`src/clk_div_regs.svh`:
```
/*
  register indices, field positions, reset values and timing figures of the channel clock dividers.
  assumes APB byte address = 4 x index, data in the low byte of the word, status in bits 11:0.
*/
// Overview of operation
// - phase is start-high bit and offset field
// - phase up to 15 delays edge that many
// - phase 16 up delays phase-16 plus low count
// - dividers 0, 1 phase sets skew in input cycles
// - dividers 2, 3 are two cascaded stages
// - count fields hold cycles minus one
// - divider 2 stage, bypass, correction fields
// - divider 3 stage, bypass, correction fields
// - second bypassed: stage one; else product
// - both bypassed passes input clock through
// - duty correction on unless disable bit set
// - correction off, cascaded: stage two duty
// - correction off, stage one only: its duty
// - correction on gives 50 percent output
// - phase takes effect at sync event only
// - counts use the routed divider input clock
// - dividers 0, 1 divide 2..32, bypass one
`ifndef CLK_DIV_REGS_SVH
`define CLK_DIV_REGS_SVH

`define IDX_CH0_COUNTS   10'h190
`define IDX_CH0_PHASE    10'h191
`define IDX_CH1_COUNTS   10'h196
`define IDX_CH1_PHASE    10'h197
`define IDX_CH2_S1       10'h199
`define IDX_CH2_S2       10'h19B
`define IDX_CH2_BYPASS   10'h19C
`define IDX_CH2_DUTY     10'h19D
`define IDX_CH3_S1       10'h19E
`define IDX_CH3_S2       10'h1A0
`define IDX_CH3_BYPASS   10'h1A1
`define IDX_CH3_DUTY     10'h1A2
`define IDX_SYNC_CTRL    10'h1A4
`define IDX_STATUS       10'h1A8

`define NUM_CFG          4'hC
`define NUM_STAGES       6
`define CFG_RESET        8'h00

`define LOW_MSB          7
`define LOW_LSB          4
`define HIGH_MSB         3
`define HIGH_LSB         0
`define BEGIN_HIGH_BIT   4
`define DIV01_BYPASS_BIT 7
`define BYP_FIRST_BIT    4
`define BYP_SECOND_BIT   5
`define DUTY_FIX_OFF_BIT 0
`define SYNC_BIT         0
`define PHASE_WRAP       5'h10

`endif

```
`src/clk_div_pkg.sv`:
```
/*
  types shared by the channel clock divider design.
  assumes nothing beyond the register header.
*/
package clk_div_pkg;

  typedef logic [7:0] cfg_byte_t;
  typedef logic [3:0] cnt_field_t;

  // bypass pair of a cascaded divider, {second, first}
  typedef enum logic [1:0] {
    CASC_BOTH_RUN   = 2'b00,
    CASC_FIRST_BYP  = 2'b01,
    CASC_SECOND_BYP = 2'b10,
    CASC_BOTH_BYP   = 2'b11
  } casc_mode_t;

endpackage : clk_div_pkg

```
`src/channel_clock_dividers.sv`:
```
/*
  four channel clock dividers with an APB register slave.
  assumes clk is the routed divider input clock and that software keeps the programming rules.
*/
// The APB interface to the registers is this design's own decision.
`timescale 1ns/1ps
`default_nettype none
`include "clk_div_regs.svh"

module channel_clock_dividers
  import clk_div_pkg::*;
(
  input  wire logic        clk,
  input  wire logic        rst,
  input  wire logic        psel,
  input  wire logic        penable,
  input  wire logic        pwrite,
  input  wire logic [11:0] paddr,
  input  wire logic [31:0] pwdata,
  output logic      [31:0] prdata,
  output logic             pready,
  output logic             pslverr,
  output logic      [3:0]  chan_clk_out
);

  // ---------------------------------------------------------------
  // register file
  // ---------------------------------------------------------------
  cfg_byte_t        cfg_q [`NUM_CFG];
  logic [3:0]       slot;
  logic             slot_hit;
  logic [9:0]       idx;
  logic             wr_en;
  logic             rd_en;
  logic             sync_q;
  logic [31:0]      prdata_q;
  logic             pslverr_q;
  logic [`NUM_STAGES-1:0] hi_q;
  logic [`NUM_STAGES-1:0] dly_busy;
  logic             reg_hit;
  logic [31:0]      status_word;

  assign idx   = paddr[11:2];
  assign wr_en = psel & penable & pwrite;
  // read data loads at setup and stands with pready
  assign rd_en = psel & ~penable & ~pwrite;
  assign reg_hit     = slot_hit | (idx == `IDX_STATUS) | (idx == `IDX_SYNC_CTRL);
  assign status_word = {20'h0_0000, dly_busy, hi_q};

  always_comb
  begin
    slot     = 4'h0;
    slot_hit = 1'b1;
    case (idx)
      `IDX_CH0_COUNTS: slot = 4'h0;
      `IDX_CH0_PHASE:  slot = 4'h1;
      `IDX_CH1_COUNTS: slot = 4'h2;
      `IDX_CH1_PHASE:  slot = 4'h3;
      `IDX_CH2_S1:     slot = 4'h4;
      `IDX_CH2_S2:     slot = 4'h5;
      `IDX_CH2_BYPASS: slot = 4'h6;
      `IDX_CH2_DUTY:   slot = 4'h7;
      `IDX_CH3_S1:     slot = 4'h8;
      `IDX_CH3_S2:     slot = 4'h9;
      `IDX_CH3_BYPASS: slot = 4'hA;
      `IDX_CH3_DUTY:   slot = 4'hB;
      default:         slot_hit = 1'b0;
    endcase
  end

  always_ff @(posedge clk or posedge rst)
  begin
    if (rst)
    begin
      for (int i = 0; i < `NUM_CFG; i++)
        cfg_q[i] <= `CFG_RESET;
    end
    else if (wr_en && slot_hit)
    begin
      cfg_q[slot] <= pwdata[7:0];
    end
  end

  // sync request, write one to pulse
  always_ff @(posedge clk or posedge rst)
  begin
    if (rst)
      sync_q <= 1'b0;
    else
      sync_q <= wr_en && idx == `IDX_SYNC_CTRL && pwdata[`SYNC_BIT];
  end

  // ---------------------------------------------------------------
  // apb read path
  // ---------------------------------------------------------------
  // read data and error decided in the setup cycle
  always_ff @(posedge clk or posedge rst)
  begin
    if (rst)
    begin
      prdata_q  <= 32'h0000_0000;
      pslverr_q <= 1'b0;
    end
    else
    begin
      pslverr_q <= 1'b0;
      if (rd_en)
      begin
        if (slot_hit)
          prdata_q <= {24'h00_0000, cfg_q[slot]};
        else if (idx == `IDX_STATUS)
          prdata_q <= status_word;
        else if (idx == `IDX_SYNC_CTRL)
          prdata_q <= 32'h0000_0000;
        else
          prdata_q <= 32'h0000_0000;
      end
      if (psel && !penable)
        pslverr_q <= ~reg_hit;
    end
  end

  // ---------------------------------------------------------------
  // apb handshake
  // ---------------------------------------------------------------
  // no wait state: setup decodes, first access cycle answers
  always_ff @(posedge clk or posedge rst)
  begin
    if (rst)
      pready <= 1'b0;
    else
      pready <= psel & ~penable;
  end

  assign prdata  = prdata_q;
  assign pslverr = pslverr_q & pready;

  // ---------------------------------------------------------------
  // stage setup
  // ---------------------------------------------------------------
  // stage order: ch0, ch1, ch2.1, ch2.2, ch3.1, ch3.2
  cnt_field_t       st_low  [`NUM_STAGES];
  cnt_field_t       st_high [`NUM_STAGES];
  logic [4:0]       st_dly  [`NUM_STAGES];
  logic [`NUM_STAGES-1:0] st_adv;
  logic [`NUM_STAGES-1:0] st_rise;
  logic [`NUM_STAGES-1:0] st_fall;
  logic [`NUM_STAGES-1:0] st_odd;
  logic [4:0]       phase0;
  logic [4:0]       phase1;

  // low/high fields, cycles minus one
  assign st_low[0]  = cfg_q[0][`LOW_MSB:`LOW_LSB];
  assign st_high[0] = cfg_q[0][`HIGH_MSB:`HIGH_LSB];
  assign st_low[1]  = cfg_q[2][`LOW_MSB:`LOW_LSB];
  assign st_high[1] = cfg_q[2][`HIGH_MSB:`HIGH_LSB];
  assign st_low[2]  = cfg_q[4][`LOW_MSB:`LOW_LSB];
  assign st_high[2] = cfg_q[4][`HIGH_MSB:`HIGH_LSB];
  assign st_low[3]  = cfg_q[5][`LOW_MSB:`LOW_LSB];
  assign st_high[3] = cfg_q[5][`HIGH_MSB:`HIGH_LSB];
  assign st_low[4]  = cfg_q[8][`LOW_MSB:`LOW_LSB];
  assign st_high[4] = cfg_q[8][`HIGH_MSB:`HIGH_LSB];
  assign st_low[5]  = cfg_q[9][`LOW_MSB:`LOW_LSB];
  assign st_high[5] = cfg_q[9][`HIGH_MSB:`HIGH_LSB];

  // phase from begin_high_flag and coarse_delay_field
  assign phase0 = {cfg_q[1][`BEGIN_HIGH_BIT], cfg_q[1][3:0]};
  assign phase1 = {cfg_q[3][`BEGIN_HIGH_BIT], cfg_q[3][3:0]};

  function automatic logic [4:0] phase_delay(input logic [4:0] ph, input cnt_field_t low);
    if (ph < `PHASE_WRAP)
      phase_delay = ph;
    else
      phase_delay = 5'(ph - `PHASE_WRAP + {1'b0, low} + 5'h01);
  endfunction : phase_delay

  // dividers 0 and 1 hold their own delay, skew in input cycles; stages 2 to 5 none
  assign st_dly[0] = phase_delay(phase0, st_low[0]);
  assign st_dly[1] = phase_delay(phase1, st_low[1]);
  assign st_dly[2] = 5'h00;
  assign st_dly[3] = 5'h00;
  assign st_dly[4] = 5'h00;
  assign st_dly[5] = 5'h00;

  // first stages count every input cycle, second stages count first-stage periods
  assign st_adv[0] = 1'b1;
  assign st_adv[1] = 1'b1;
  assign st_adv[2] = 1'b1;
  assign st_adv[4] = 1'b1;
  assign st_adv[3] = cfg_q[6][`BYP_FIRST_BIT]  | st_rise[2];
  assign st_adv[5] = cfg_q[10][`BYP_FIRST_BIT] | st_rise[4];

  // ---------------------------------------------------------------
  // divider stages
  // ---------------------------------------------------------------
  logic [3:0] cnt_q [`NUM_STAGES];
  logic [4:0] dly_q [`NUM_STAGES];
  logic [`NUM_STAGES-1:0] hn_q;

  genvar g;
  generate
    for (g = 0; g < `NUM_STAGES; g++)
    begin : gen_stage
      assign st_odd[g]   = st_low[g][0] ^ st_high[g][0];
      assign dly_busy[g] = dly_q[g] != 5'h00;
      assign st_rise[g]  = st_adv[g] & ~dly_busy[g] & (cnt_q[g] == 4'h0) & ~hi_q[g];
      assign st_fall[g]  = st_adv[g] & ~dly_busy[g] & (cnt_q[g] == 4'h0) & hi_q[g];

      always_ff @(posedge clk or posedge rst)
      begin
        if (rst)
        begin
          hi_q[g]  <= 1'b1;
          cnt_q[g] <= 4'h0;
          dly_q[g] <= 5'h00;
        end
        else if (sync_q)
        begin
          // phase applied only here
          if (st_dly[g] == 5'h00)
          begin
            hi_q[g]  <= 1'b1;
            cnt_q[g] <= st_high[g];
            dly_q[g] <= 5'h00;
          end
          else
          begin
            hi_q[g]  <= 1'b0;
            cnt_q[g] <= 4'h0;
            dly_q[g] <= st_dly[g];
          end
        end
        else if (st_adv[g])
        begin
          if (dly_busy[g])
          begin
            dly_q[g] <= dly_q[g] - 5'h01;
            if (dly_q[g] == 5'h01)
            begin
              hi_q[g]  <= 1'b1;
              cnt_q[g] <= st_high[g];
            end
          end
          else if (cnt_q[g] == 4'h0)
          begin
            // fields sampled at each phase start only
            hi_q[g]  <= ~hi_q[g];
            cnt_q[g] <= hi_q[g] ? st_low[g] : st_high[g];
          end
          else
          begin
            cnt_q[g] <= cnt_q[g] - 4'h1;
          end
        end
      end

      // half-cycle copy for odd-ratio correction
      always_ff @(negedge clk or posedge rst)
      begin
        if (rst)
          hn_q[g] <= 1'b0;
        else
          hn_q[g] <= hi_q[g];
      end
    end
  endgenerate

  // ---------------------------------------------------------------
  // cascade tails for second-stage correction
  // ---------------------------------------------------------------
  logic tail2_q;
  logic tail3_q;
  logic tail2_n_q;
  logic tail3_n_q;

  // tail covers the first-stage high after a second-stage fall
  always_ff @(posedge clk or posedge rst)
  begin
    if (rst)
      tail2_q <= 1'b0;
    else if (sync_q)
      tail2_q <= 1'b0;
    else if (st_fall[3])
      tail2_q <= 1'b1;
    else if (st_fall[2])
      tail2_q <= 1'b0;
  end

  always_ff @(posedge clk or posedge rst)
  begin
    if (rst)
      tail3_q <= 1'b0;
    else if (sync_q)
      tail3_q <= 1'b0;
    else if (st_fall[5])
      tail3_q <= 1'b1;
    else if (st_fall[4])
      tail3_q <= 1'b0;
  end

  // ---------------------------------------------------------------
  // half-cycle tail copies for an odd first stage
  // ---------------------------------------------------------------
  always_ff @(negedge clk or posedge rst)
  begin
    if (rst)
      tail2_n_q <= 1'b0;
    else
      tail2_n_q <= tail2_q;
  end

  always_ff @(negedge clk or posedge rst)
  begin
    if (rst)
      tail3_n_q <= 1'b0;
    else
      tail3_n_q <= tail3_q;
  end

  // ---------------------------------------------------------------
  // channel outputs
  // ---------------------------------------------------------------
  logic dfix2;
  logic dfix3;
  logic s1_out2;
  logic s1_out3;
  casc_mode_t mode2;
  casc_mode_t mode3;
  logic ext2;
  logic ext3;

  // correction on by default, off when duty_fix_disable set
  assign dfix2 = ~cfg_q[7][`DUTY_FIX_OFF_BIT];
  assign dfix3 = ~cfg_q[11][`DUTY_FIX_OFF_BIT];

  // odd first stage stretched by half an input cycle
  assign s1_out2 = hi_q[2] | (dfix2 & st_odd[2] & hn_q[2]);
  assign s1_out3 = hi_q[4] | (dfix3 & st_odd[4] & hn_q[4]);

  // odd second stage stretched by half a first-stage period
  assign ext2 = dfix2 & st_odd[3] & (tail2_q | (st_odd[2] & tail2_n_q));
  assign ext3 = dfix3 & st_odd[5] & (tail3_q | (st_odd[4] & tail3_n_q));

  assign mode2 = casc_mode_t'({cfg_q[6][`BYP_SECOND_BIT], cfg_q[6][`BYP_FIRST_BIT]});
  assign mode3 = casc_mode_t'({cfg_q[10][`BYP_SECOND_BIT], cfg_q[10][`BYP_FIRST_BIT]});

  // dividers 0 and 1: high plus low, or pass-through
  assign chan_clk_out[0] = cfg_q[1][`DIV01_BYPASS_BIT] ? clk : hi_q[0];
  assign chan_clk_out[1] = cfg_q[3][`DIV01_BYPASS_BIT] ? clk : hi_q[1];

  always_comb
  begin
    case (mode2)
      CASC_BOTH_BYP:   chan_clk_out[2] = clk;
      CASC_SECOND_BYP: chan_clk_out[2] = s1_out2;
      CASC_FIRST_BYP:  chan_clk_out[2] = hi_q[3];
      CASC_BOTH_RUN:   chan_clk_out[2] = hi_q[3] | ext2;
      default:         chan_clk_out[2] = 1'b0;
    endcase
  end

  always_comb
  begin
    case (mode3)
      CASC_BOTH_BYP:   chan_clk_out[3] = clk;
      CASC_SECOND_BYP: chan_clk_out[3] = s1_out3;
      CASC_FIRST_BYP:  chan_clk_out[3] = hi_q[5];
      CASC_BOTH_RUN:   chan_clk_out[3] = hi_q[5] | ext3;
      default:         chan_clk_out[3] = 1'b0;
    endcase
  end

endmodule : channel_clock_dividers
`default_nettype wire

```
`config.mk`:
```
export PLATFORM = sky130hd
export DESIGN_NAME = channel_clock_dividers
export DESIGN_NICKNAME = d
export VERILOG_FILES = /design/src/clk_div_pkg.sv /design/src/channel_clock_dividers.sv
export VERILOG_INCLUDE_DIRS = /design/src /design/src/src
export SDC_FILE = /design/constraint.sdc
export NUM_CORES = 1
export LEC_CHECK = 0
export BUFFER_PORTS_ARGS = -buffer_cell sky130_fd_sc_hd__buf_2
export CELL_PAD_IN_SITES_DETAIL_PLACEMENT = 1
export CELL_PAD_IN_SITES_GLOBAL_PLACEMENT = 2
export CORE_MARGIN = 2
export CORE_UTILIZATION = 35
export DETAILED_ROUTE_END_ITERATION = 12
export PLACE_DENSITY_LB_ADDON = 0.1
export SLEW_MARGIN = 20
export SYNTH_ARGS = -nofsm -noshare
export SYNTH_HDL_FRONTEND = slang
export SYNTH_SLANG_ARGS = --single-unit
```
`constraint.sdc`:
```
create_clock -name clk -period 5 [get_ports clk]
set_input_delay 0.25 -clock clk [delete_from_list [all_inputs] [get_ports clk]]
set_output_delay 0.25 -clock clk [all_outputs]
set_load 0.005 [all_outputs]
```
[After elaboration in Yosys (flattened, before gate mapping)]
Cells that the tools add are included.
Cells by class
  add/sub/neg operators: 18
  $lt $le $gt $ge: 4
  equality and inequality tests: 32
  muxes and demuxes: 101
  bitwise logic cells: 57
  reduce and logical (&&, ||, !) cells: 49
Operators with widths (count)
  equality test 10 x 9 -> 1 bit (second input constant): 14
  2-to-1 mux 4 bit: 34
  bitwise mux 96 bit: 1
  2-to-1 mux 5 bit: 18
  one-hot mux 4 bit (11 select lines): 1
  2-to-1 mux 1 bit: 38
  binary-select mux 8 bit (select 4 bit): 1
  demux 8 bit (select 4 bit): 1
  equality test 5 x 1 -> 1 bit (second input constant): 6
  nonzero test 5 bit: 6
  subtractor 5 x 1 -> 5 bit (second input constant): 6
  bitwise AND 1 bit: 27
  logical NOT 4 bit: 6
  2-to-1 mux 12 bit: 2
  2-to-1 mux 8 bit: 3
  nonzero test 3 bit: 8
  subtractor 4 x 1 -> 4 bit (second input constant): 6
  inequality test 3 x 2 -> 1 bit (second input constant): 6
  AND reduction 2 bit: 8
  nonzero test 2 bit: 8
  inverter 1 bit: 15
  OR reduction 12 bit: 1
  adder 5 x 1 -> 5 bit (second input constant): 2
  adder 5 x 4 -> 5 bit: 2
  15 further kinds: 41
Word-level totals
  flip-flop bits (word level): 197
  output and inout port bits: 38

[Longest topological paths before layout]
Gate-level depths: netlist (run 1).
  word-level depth: 10
  depth in mapped cells: 11

==> results by group, run 1 <==
Run status
  – Outcome: finished clean

Routing
  – Drt wl/cell: ~21 um
  – Post-route ant nets: 0
  – Final wirelength: a little over 30 mm
  – # DRC: 0
  – Via count: approximately 7,700
  – Initial DRC count: about 450
  – First-pass iteration count of the detailed router: 4
  – Vias per inst: between 5 and 6

Worst setup path
  – R2R Path Start: hi_q[2]
  – Slowest cell on the critical path: dfrtn_1
  – WS Path Type: reg2out
  – FF-to-FF setup slack: approximately 1800 ps
  – CP required: 4750 ps
  – Crit path depth: 5
  – Crit path DAT: approximately 4200 ps
  – Crit start category: flop
  – Delay-heaviest family, CP: flip-flops
  – Largest fanout on the critical path: 1
  – Worst r2r dst: hn_q[2]
  – CP startpoint: tail2_n_q
  – Worst setup path end: chan_clk_out[2]
  – Critical path's largest stage delay: between 300 and 400 ps
  – CP cell instances: a21oi_1 -> nor4_1 -> nand2_1 -> o211ai_1 -> buf_2
  – Critical path endpoint category: output port
  – CP Buf/Inv Count: 1
  – Reg2Reg Depth: 0

Clocking
  – Clk_lat worst skew: ~550 ps
  – CTS tree: built
  – Reg clk slew, reported paths: 80 ps

Global routing
  – All-Layer GR Usage: 0.208
  – Largest net degree at the start of global routing: 59
  – GRT overflow: 0
  – Antenna violations before repair: 0
  – Vias in the first global route: approximately 8,000
  – First-pass GRT wire length: about 48 mm

Synth
  – Post-Synthesis Cells: 1,011
  – Most frequent cell after synthesis: dfrtp_1
  – Predominant post-synthesis flop cell: dfrtp_1
  – Leading area contributor after synthesis: dfrtp_1
  – Average cell area after synthesis: 9.92 um^2
  – Yosys warnings: 0
  – Post-synth EDFFs: 0
  – Yosys top cell area share: 0.417
  – Post-Syn Area: roughly 10,000 um^2
  – Number of synthesized register bits: between 150 and 200
  – Count of cell types in the netlist: between 50 and 60
  – Part of the Yosys area used for sequential elements: 0.442
  – Largest cells by area after synthesis: dfrtp_1, mux2_2, mux2i_1, ha_1, a21oi_1
  – Ys async rst share: 1.00
  – Synth top cells by count: dfrtp_1, mux2_2, nand2_1

Flow run
  – Max-cap violations: 0

STA
  – Worst slew pin tran: just over 900 ps
  – Final setup viols: 0
  – Setup TNS: 0 ps
  – Skew final: between 15 and 20 ps
  – Slew HR: 0.392
  – Final Max Tran Viols: 0
  – Worst hold margin: 22.9 ps
  – Final Hold Fails: 0
  – RSZ-0062 raised after global routing: no

Layout
  – Antenna diodes: 0
  – Layout cells sized above 1: 0.197
  – Fin util: 0.402
  – Area growth from synthesis to layout: 12.2%
  – Non-filler cells, final: roughly 1,400
  – Final #Nets: about 1,100

Die
  – Number of cell rows: between 60 and 70
  – Ports: 87
  – Die Y: 173 um
  – DIE AREA: ~30,000 um^2
  – Core area: between 20,000 and 30,000 um^2
  – Die width: between 150 and 200 um
  – Starting Density: 0.358

Power
  – LEAKAGE: roughly 5.3 nW
  – Switching power: 1.55 mW
  – Combinational power share: 0.244
  – Internal cell power: just over 3 mW
  – Max VDD drop: ~0.26 mV
  – Clock group share of total power: 0.354
  – Total power: 4.60 mW
  – Switching share of power: 0.336
  – Register share of total power: 0.402
  – Pwr dens: 409 nW/um^2

Min path
  – Hold Crit Class: in2reg

Placement
  – IO Port Bufs: 40
  – Placed cell count: 1,396
  – Hpwl dp: 21.7 mm
  – Gpl congestion: around 0.79
[stage by stage]
stage / setup WS (ps) / area (um^2)
2_1_floorplan: 108 / 10100
3_3_place_gp: 1340 / 10500
3_5_place_dp: 1310 / 10500
4_1_cts: 432 / 11300
5_1_grt: 346 / 11300
6_report: 542 / 11300
[cell usage in the layout, fill, tap and decap left out, types with 21 or more instances in the layout]
cell / count
a21oi_1: 67
buf_2: 40
clkbuf_16: 21
dfrtp_1: 167
ha_1: 29
inv_1: 45
mux2_2: 101
mux2i_1: 62
nand2_1: 88
nor2_1: 84
nor3_1: 23
o21ai_0: 48
o22ai_1: 35
[flip-flops by register name, summed over array words and instances, names as in the netlist]
| name | count |
|---|---|
| pready | 1 |
| dly_q | 30 |
| cnt_q | 24 |
| sync_q | 1 |
| pslverr_q | 1 |
| hi_q | 6 |
| prdata | 12 |
| tail3_n_q | 1 |
| cfg_q | 96 |
| tail2_q | 1 |
| hn_q | 2 |
| tail2_n_q | 1 |
| tail3_q | 1 |
[worst min-delay path: cells and delay by family]
kind | cells | cell delay (ps)
buf+inv | 1 | 80
simple gates | 2 | 210
[timing repair]
item / 4_1_cts / 5_1_grt
setup endpoints to repair: 0 / 0
hold buffers: 2 / 0
endpoints found under the hold margin: 6 / 0
buffers inserted: 0 / 0
resized for setup: 0 / 0
[final cells by class]
cell class                      count  area [um^2]
Inverter                           46          176
Timing Repair Buffer               50          290
Sequential cell                   177         4440
Multi-Input combinational cell    743         5160
Clock buffer                       30          594
Tap cell                          378          473
Fill cell                        3194        16800
Clock inverter                     11          126
[cell families (layout without fill, tap and decap cells)]
| logic type | after synthesis | in the layout | synth area share |
|---|---|---|---|
| AO/OA/AOI/OAI | 219 | 219 | 0.133 |
| XOR/XNOR | 23 | 23 | 0.0201 |
| adder cells (fa/ha/maj) | 31 | 31 | 0.0402 |
| buffers and inverters | 110 | 137 | 0.0506 |
| flip-flops | 177 | 177 | 0.442 |
| multiplexers | 166 | 166 | 0.179 |
| other | 1 | 20 | 0.000374 |
| AND/OR/NAND/NOR | 284 | 284 | 0.134 |
[routing by layer]
metal	vias up	part of all wire	track usage
met1	3894	0.52	0.309
met4	0	0.016	0.0618
met5	-	0	0
li1	3631	-	-
met2	117	0.43	0.308
met3	33	0.030	0.0349
[power by group through the flow]
stage	combinational [mW]	clock [mW]	sequential, mW
2_1_floorplan	0.908	0.0158	1.78
3_3_place_gp	1.10	0.0262	1.88
3_5_place_dp	1.12	0.0262	1.88
4_1_cts	1.13	1.68	1.85
5_1_grt	1.29	1.73	1.89
6_report	1.12	1.63	1.85
[worst min path at each step]
| stage | cells past startpoint | start | endpoint | slack (ps) |
|---|---|---|---|---|
| final | 3 | penable | pslverr_q | 20 |
| after global routing | 3 | penable | pslverr_q | 40 |
| after CTS | 3 | penable | pslverr_q | 10 |
| after detailed placement | 2 | rst | dly_q[6] | 230 |
| after global placement | 2 | rst | dly_q[6] | 230 |
| after floorplan | 2 | clk | chan_clk_out[1] | 360 |
No activity file was read; power rests on OpenSTA's default activity.
==> run 2: changes to the inputs <==
--- a/config.mk
+++ b/config.mk
@@ -9,6 +9,7 @@
 export BUFFER_PORTS_ARGS = -buffer_cell sky130_fd_sc_hd__buf_2
 export CELL_PAD_IN_SITES_DETAIL_PLACEMENT = 1
 export CELL_PAD_IN_SITES_GLOBAL_PLACEMENT = 2
+export CORE_ASPECT_RATIO = 0.6
 export CORE_MARGIN = 2
 export CORE_UTILIZATION = 35
 export DETAILED_ROUTE_END_ITERATION = 12
==> run 2 against run 1 <==
- clock skew fell by 1.8 ps
- non-clock buffer count increased by 2
- worst setup slack better by 160 ps
- via count fell by 1.3%
- critical path type unchanged
- critical endpoint is now chan_clk_out[3]
- largest power group unchanged
- highest routed layer unchanged
==> results by group, run 2 (same netlist as run 1, synthesis figures left out) <==
Run status
  – Outcome: finished clean (unchanged)

Global routing
  – Antenna violations before repair: 1 (was 0)
  – GRT overflow: 0 (unchanged)
  – Vias in the first global route: 7,753 (was 7,974)
  – First-pass GRT wire length: 47.4 mm (was 48.0 mm)
  – All-Layer GR Usage: 0.212 (was 0.208)
  – Largest net degree at the start of global routing: 67 (was 59)

Routing
  – Vias per inst: 5.31 (was 5.35)
  – Post-route ant nets: 0 (unchanged)
  – # DRC: 0 (unchanged)
  – Initial DRC count: 482 (was 446)
  – Final wirelength: 30.3 mm (was 30.4 mm)
  – First-pass iteration count of the detailed router: 5 (was 4)
  – Via count: 7,579 (was 7,675)
  – Drt wl/cell: 21.3 um (was 21.2 um)

Layout
  – Design Area, Final: 11,300 um^2 (about the same)
  – Max reg flops: 96 (unchanged)
  – Final #Nets: 1,125 (was 1,123)
  – Layout cells sized above 1: 0.198 (was 0.197)
  – Fill count: 3,137 (was 3,194)
  – Commonest non-fill, non-tap cell in the layout: dfrtp_1 (unchanged)
  – Area growth from synthesis to layout: 12.4% (was 12.2%)
  – Biggest register: cfg_q (unchanged)
  – Fin util: 0.405 (was 0.402)
  – Top flop regs: cfg_q: 96 flops, dly_q: 30 flops, cnt_q: 24 flops (unchanged)
  – Most frequent cells in the layout: dfrtp_1, mux2_2, nand2_1, nor2_1, a21oi_1 (unchanged)

Clocking
  – Reg clk slew, reported paths: 70 ps (was 80 ps)
  – CTS tree: built (unchanged)
  – Clk_lat worst skew: 570 ps (was 550 ps)
  – Resized cells post-CTS: 0 (unchanged)

Min path
  – Hold depth: 3 (unchanged)
  – Hold Crit Class: in2reg (unchanged)

Worst setup path
  – Critical path endpoint category: output port (unchanged)
  – Slowest cell on the critical path: dfrtn_1 (unchanged)
  – CP Buf/Inv Count: 1 (unchanged)
  – Crit start category: flop (unchanged)
  – CP cell instances: a21oi_1 -> nor4_1 -> nand2_1 -> o211ai_1 -> buf_2 (unchanged)
  – WS Path Type: reg2out (unchanged)
  – Largest fanout on the critical path: 1 (unchanged)
  – Delay-heaviest family, CP: flip-flops (unchanged)
  – FF-to-FF setup slack: 1820 ps (was 1790 ps)
  – Critical path's largest stage delay: 380 ps (about the same)
  – Reg2Reg Depth: 0 (unchanged)
  – Crit path DAT: 4050 ps (was 4210 ps)
  – Crit path depth: 5 (unchanged)
  – CP required: 4750 ps (about the same)

STA
  – Final Max Tran Viols: 0 (unchanged)
  – RSZ-0062 raised after global routing: no (unchanged)
  – Skew final: 14.1 ps (was 15.9 ps)
  – Final Hold Fails: 0 (unchanged)
  – Slew HR: 0.292 (was 0.392)
  – Setup TNS: 0 ps (unchanged)
  – Worst slew pin tran: 1060 ps (was 912 ps)
  – Final setup viols: 0 (unchanged)

Die
  – Die width: 223 um (was 173 um)
  – Starting Density: 0.360 (was 0.358)
  – Core area: 27,900 um^2 (was 28,000 um^2)
  – Number of cell rows: 47 (was 61)
  – DIE AREA: 30,100 um^2 (was 30,000 um^2)
  – Ports: 87 (unchanged)
  – Die Y: 135 um (was 173 um)

Power
  – Max VDD drop: 0.230 mV (was 0.257 mV)
  – Pwr dens: 410 nW/um^2 (was 409 nW/um^2)
  – LEAKAGE: 5.31 nW (was 5.29 nW)

Flow run
  – Max-cap violations: 0 (unchanged)

Placement
  – Area after DPL: 10,500 um^2 (about the same)
  – Gpl congestion: 0.846 (was 0.793)
  – IO Port Bufs: 40 (unchanged)
  – Hpwl dp: 22.0 mm (was 21.7 mm)
==> run 2: cell count changes in the layout (fill, tap and decap cells not counted), sizes merged <==
cell / before / now
buf: 52 / 53
bufinv: 2 / 3
clkinv: 4 / 8
clkinvlp: 2 / 1
diode: 0 / 1
dlygate4sd3: 2 / 3
inv: 49 / 45
==> run 2: cell type report <==
type	instances	area, um^2	area share
multi-input combinational	743	5160	0.457
timing repair buffer	52	308	0.0273
tap	367	459	0.0407
clock inverter	11	134	0.0119
inverter	46	176	0.0156
clock buffer	30	604	0.0536
antenna	1	2.50	0.000222
sequential	177	4440	0.393
==> run 2: worst paths after layout <==
kind | start | end
max | tail3_n_q | chan_clk_out[3]
max reg2reg | hi_q[4] | hn_q[4]
min in group asynchronous | rst | tail3_q
min reg2reg | prdata[8] | prdata[8]
max in group asynchronous | rst | tail2_n_q
min | paddr[4] | sync_q
==> run 2: where the power goes <==
group	total, mW	leakage [nW]	internal [mW]	switching (mW)
clock network	1.66	0.386	0.994	0.661
logic	1.12	2.56	0.469	0.649
registers	1.86	2.37	1.64	0.210
==> run 2: per-stage QoR <==
stage               total power [mW]  instances  worst slack [ps]  hold WS (ps)
floorplan                       2.70       1030               108           358
global placement                3.02       1386              1360           410
detailed placement              3.02       1386              1360           406
CTS                             4.69       1426               655          17.3
global route                    4.94       1426               544          32.1
finish                          4.63       1427               697          44.8
==> run 2: what timing repair did <==
item	4_1_cts	5_1_grt
buffers inserted	0	0
endpoints found under the hold margin	21	0
hold buffers	3	0
setup endpoints to repair	0	0
==> run 2: per-layer routing <==
| metal | part of all wire | global-route usage | up-vias |
|---|---|---|---|
| met5 | 0 | 0.0145 | - |
| met3 | 0.047 | 0.0511 | 34 |
| li1 | - | - | 3652 |
| met1 | 0.57 | 0.336 | 3757 |
| met2 | 0.37 | 0.271 | 136 |
| met4 | 0.015 | 0.0705 | 0 |
==> run 2: worst min-delay path, cell delays in order <==
cell and delay, ps:
buf_2 180, nand4b_1 110, nor2_1 40
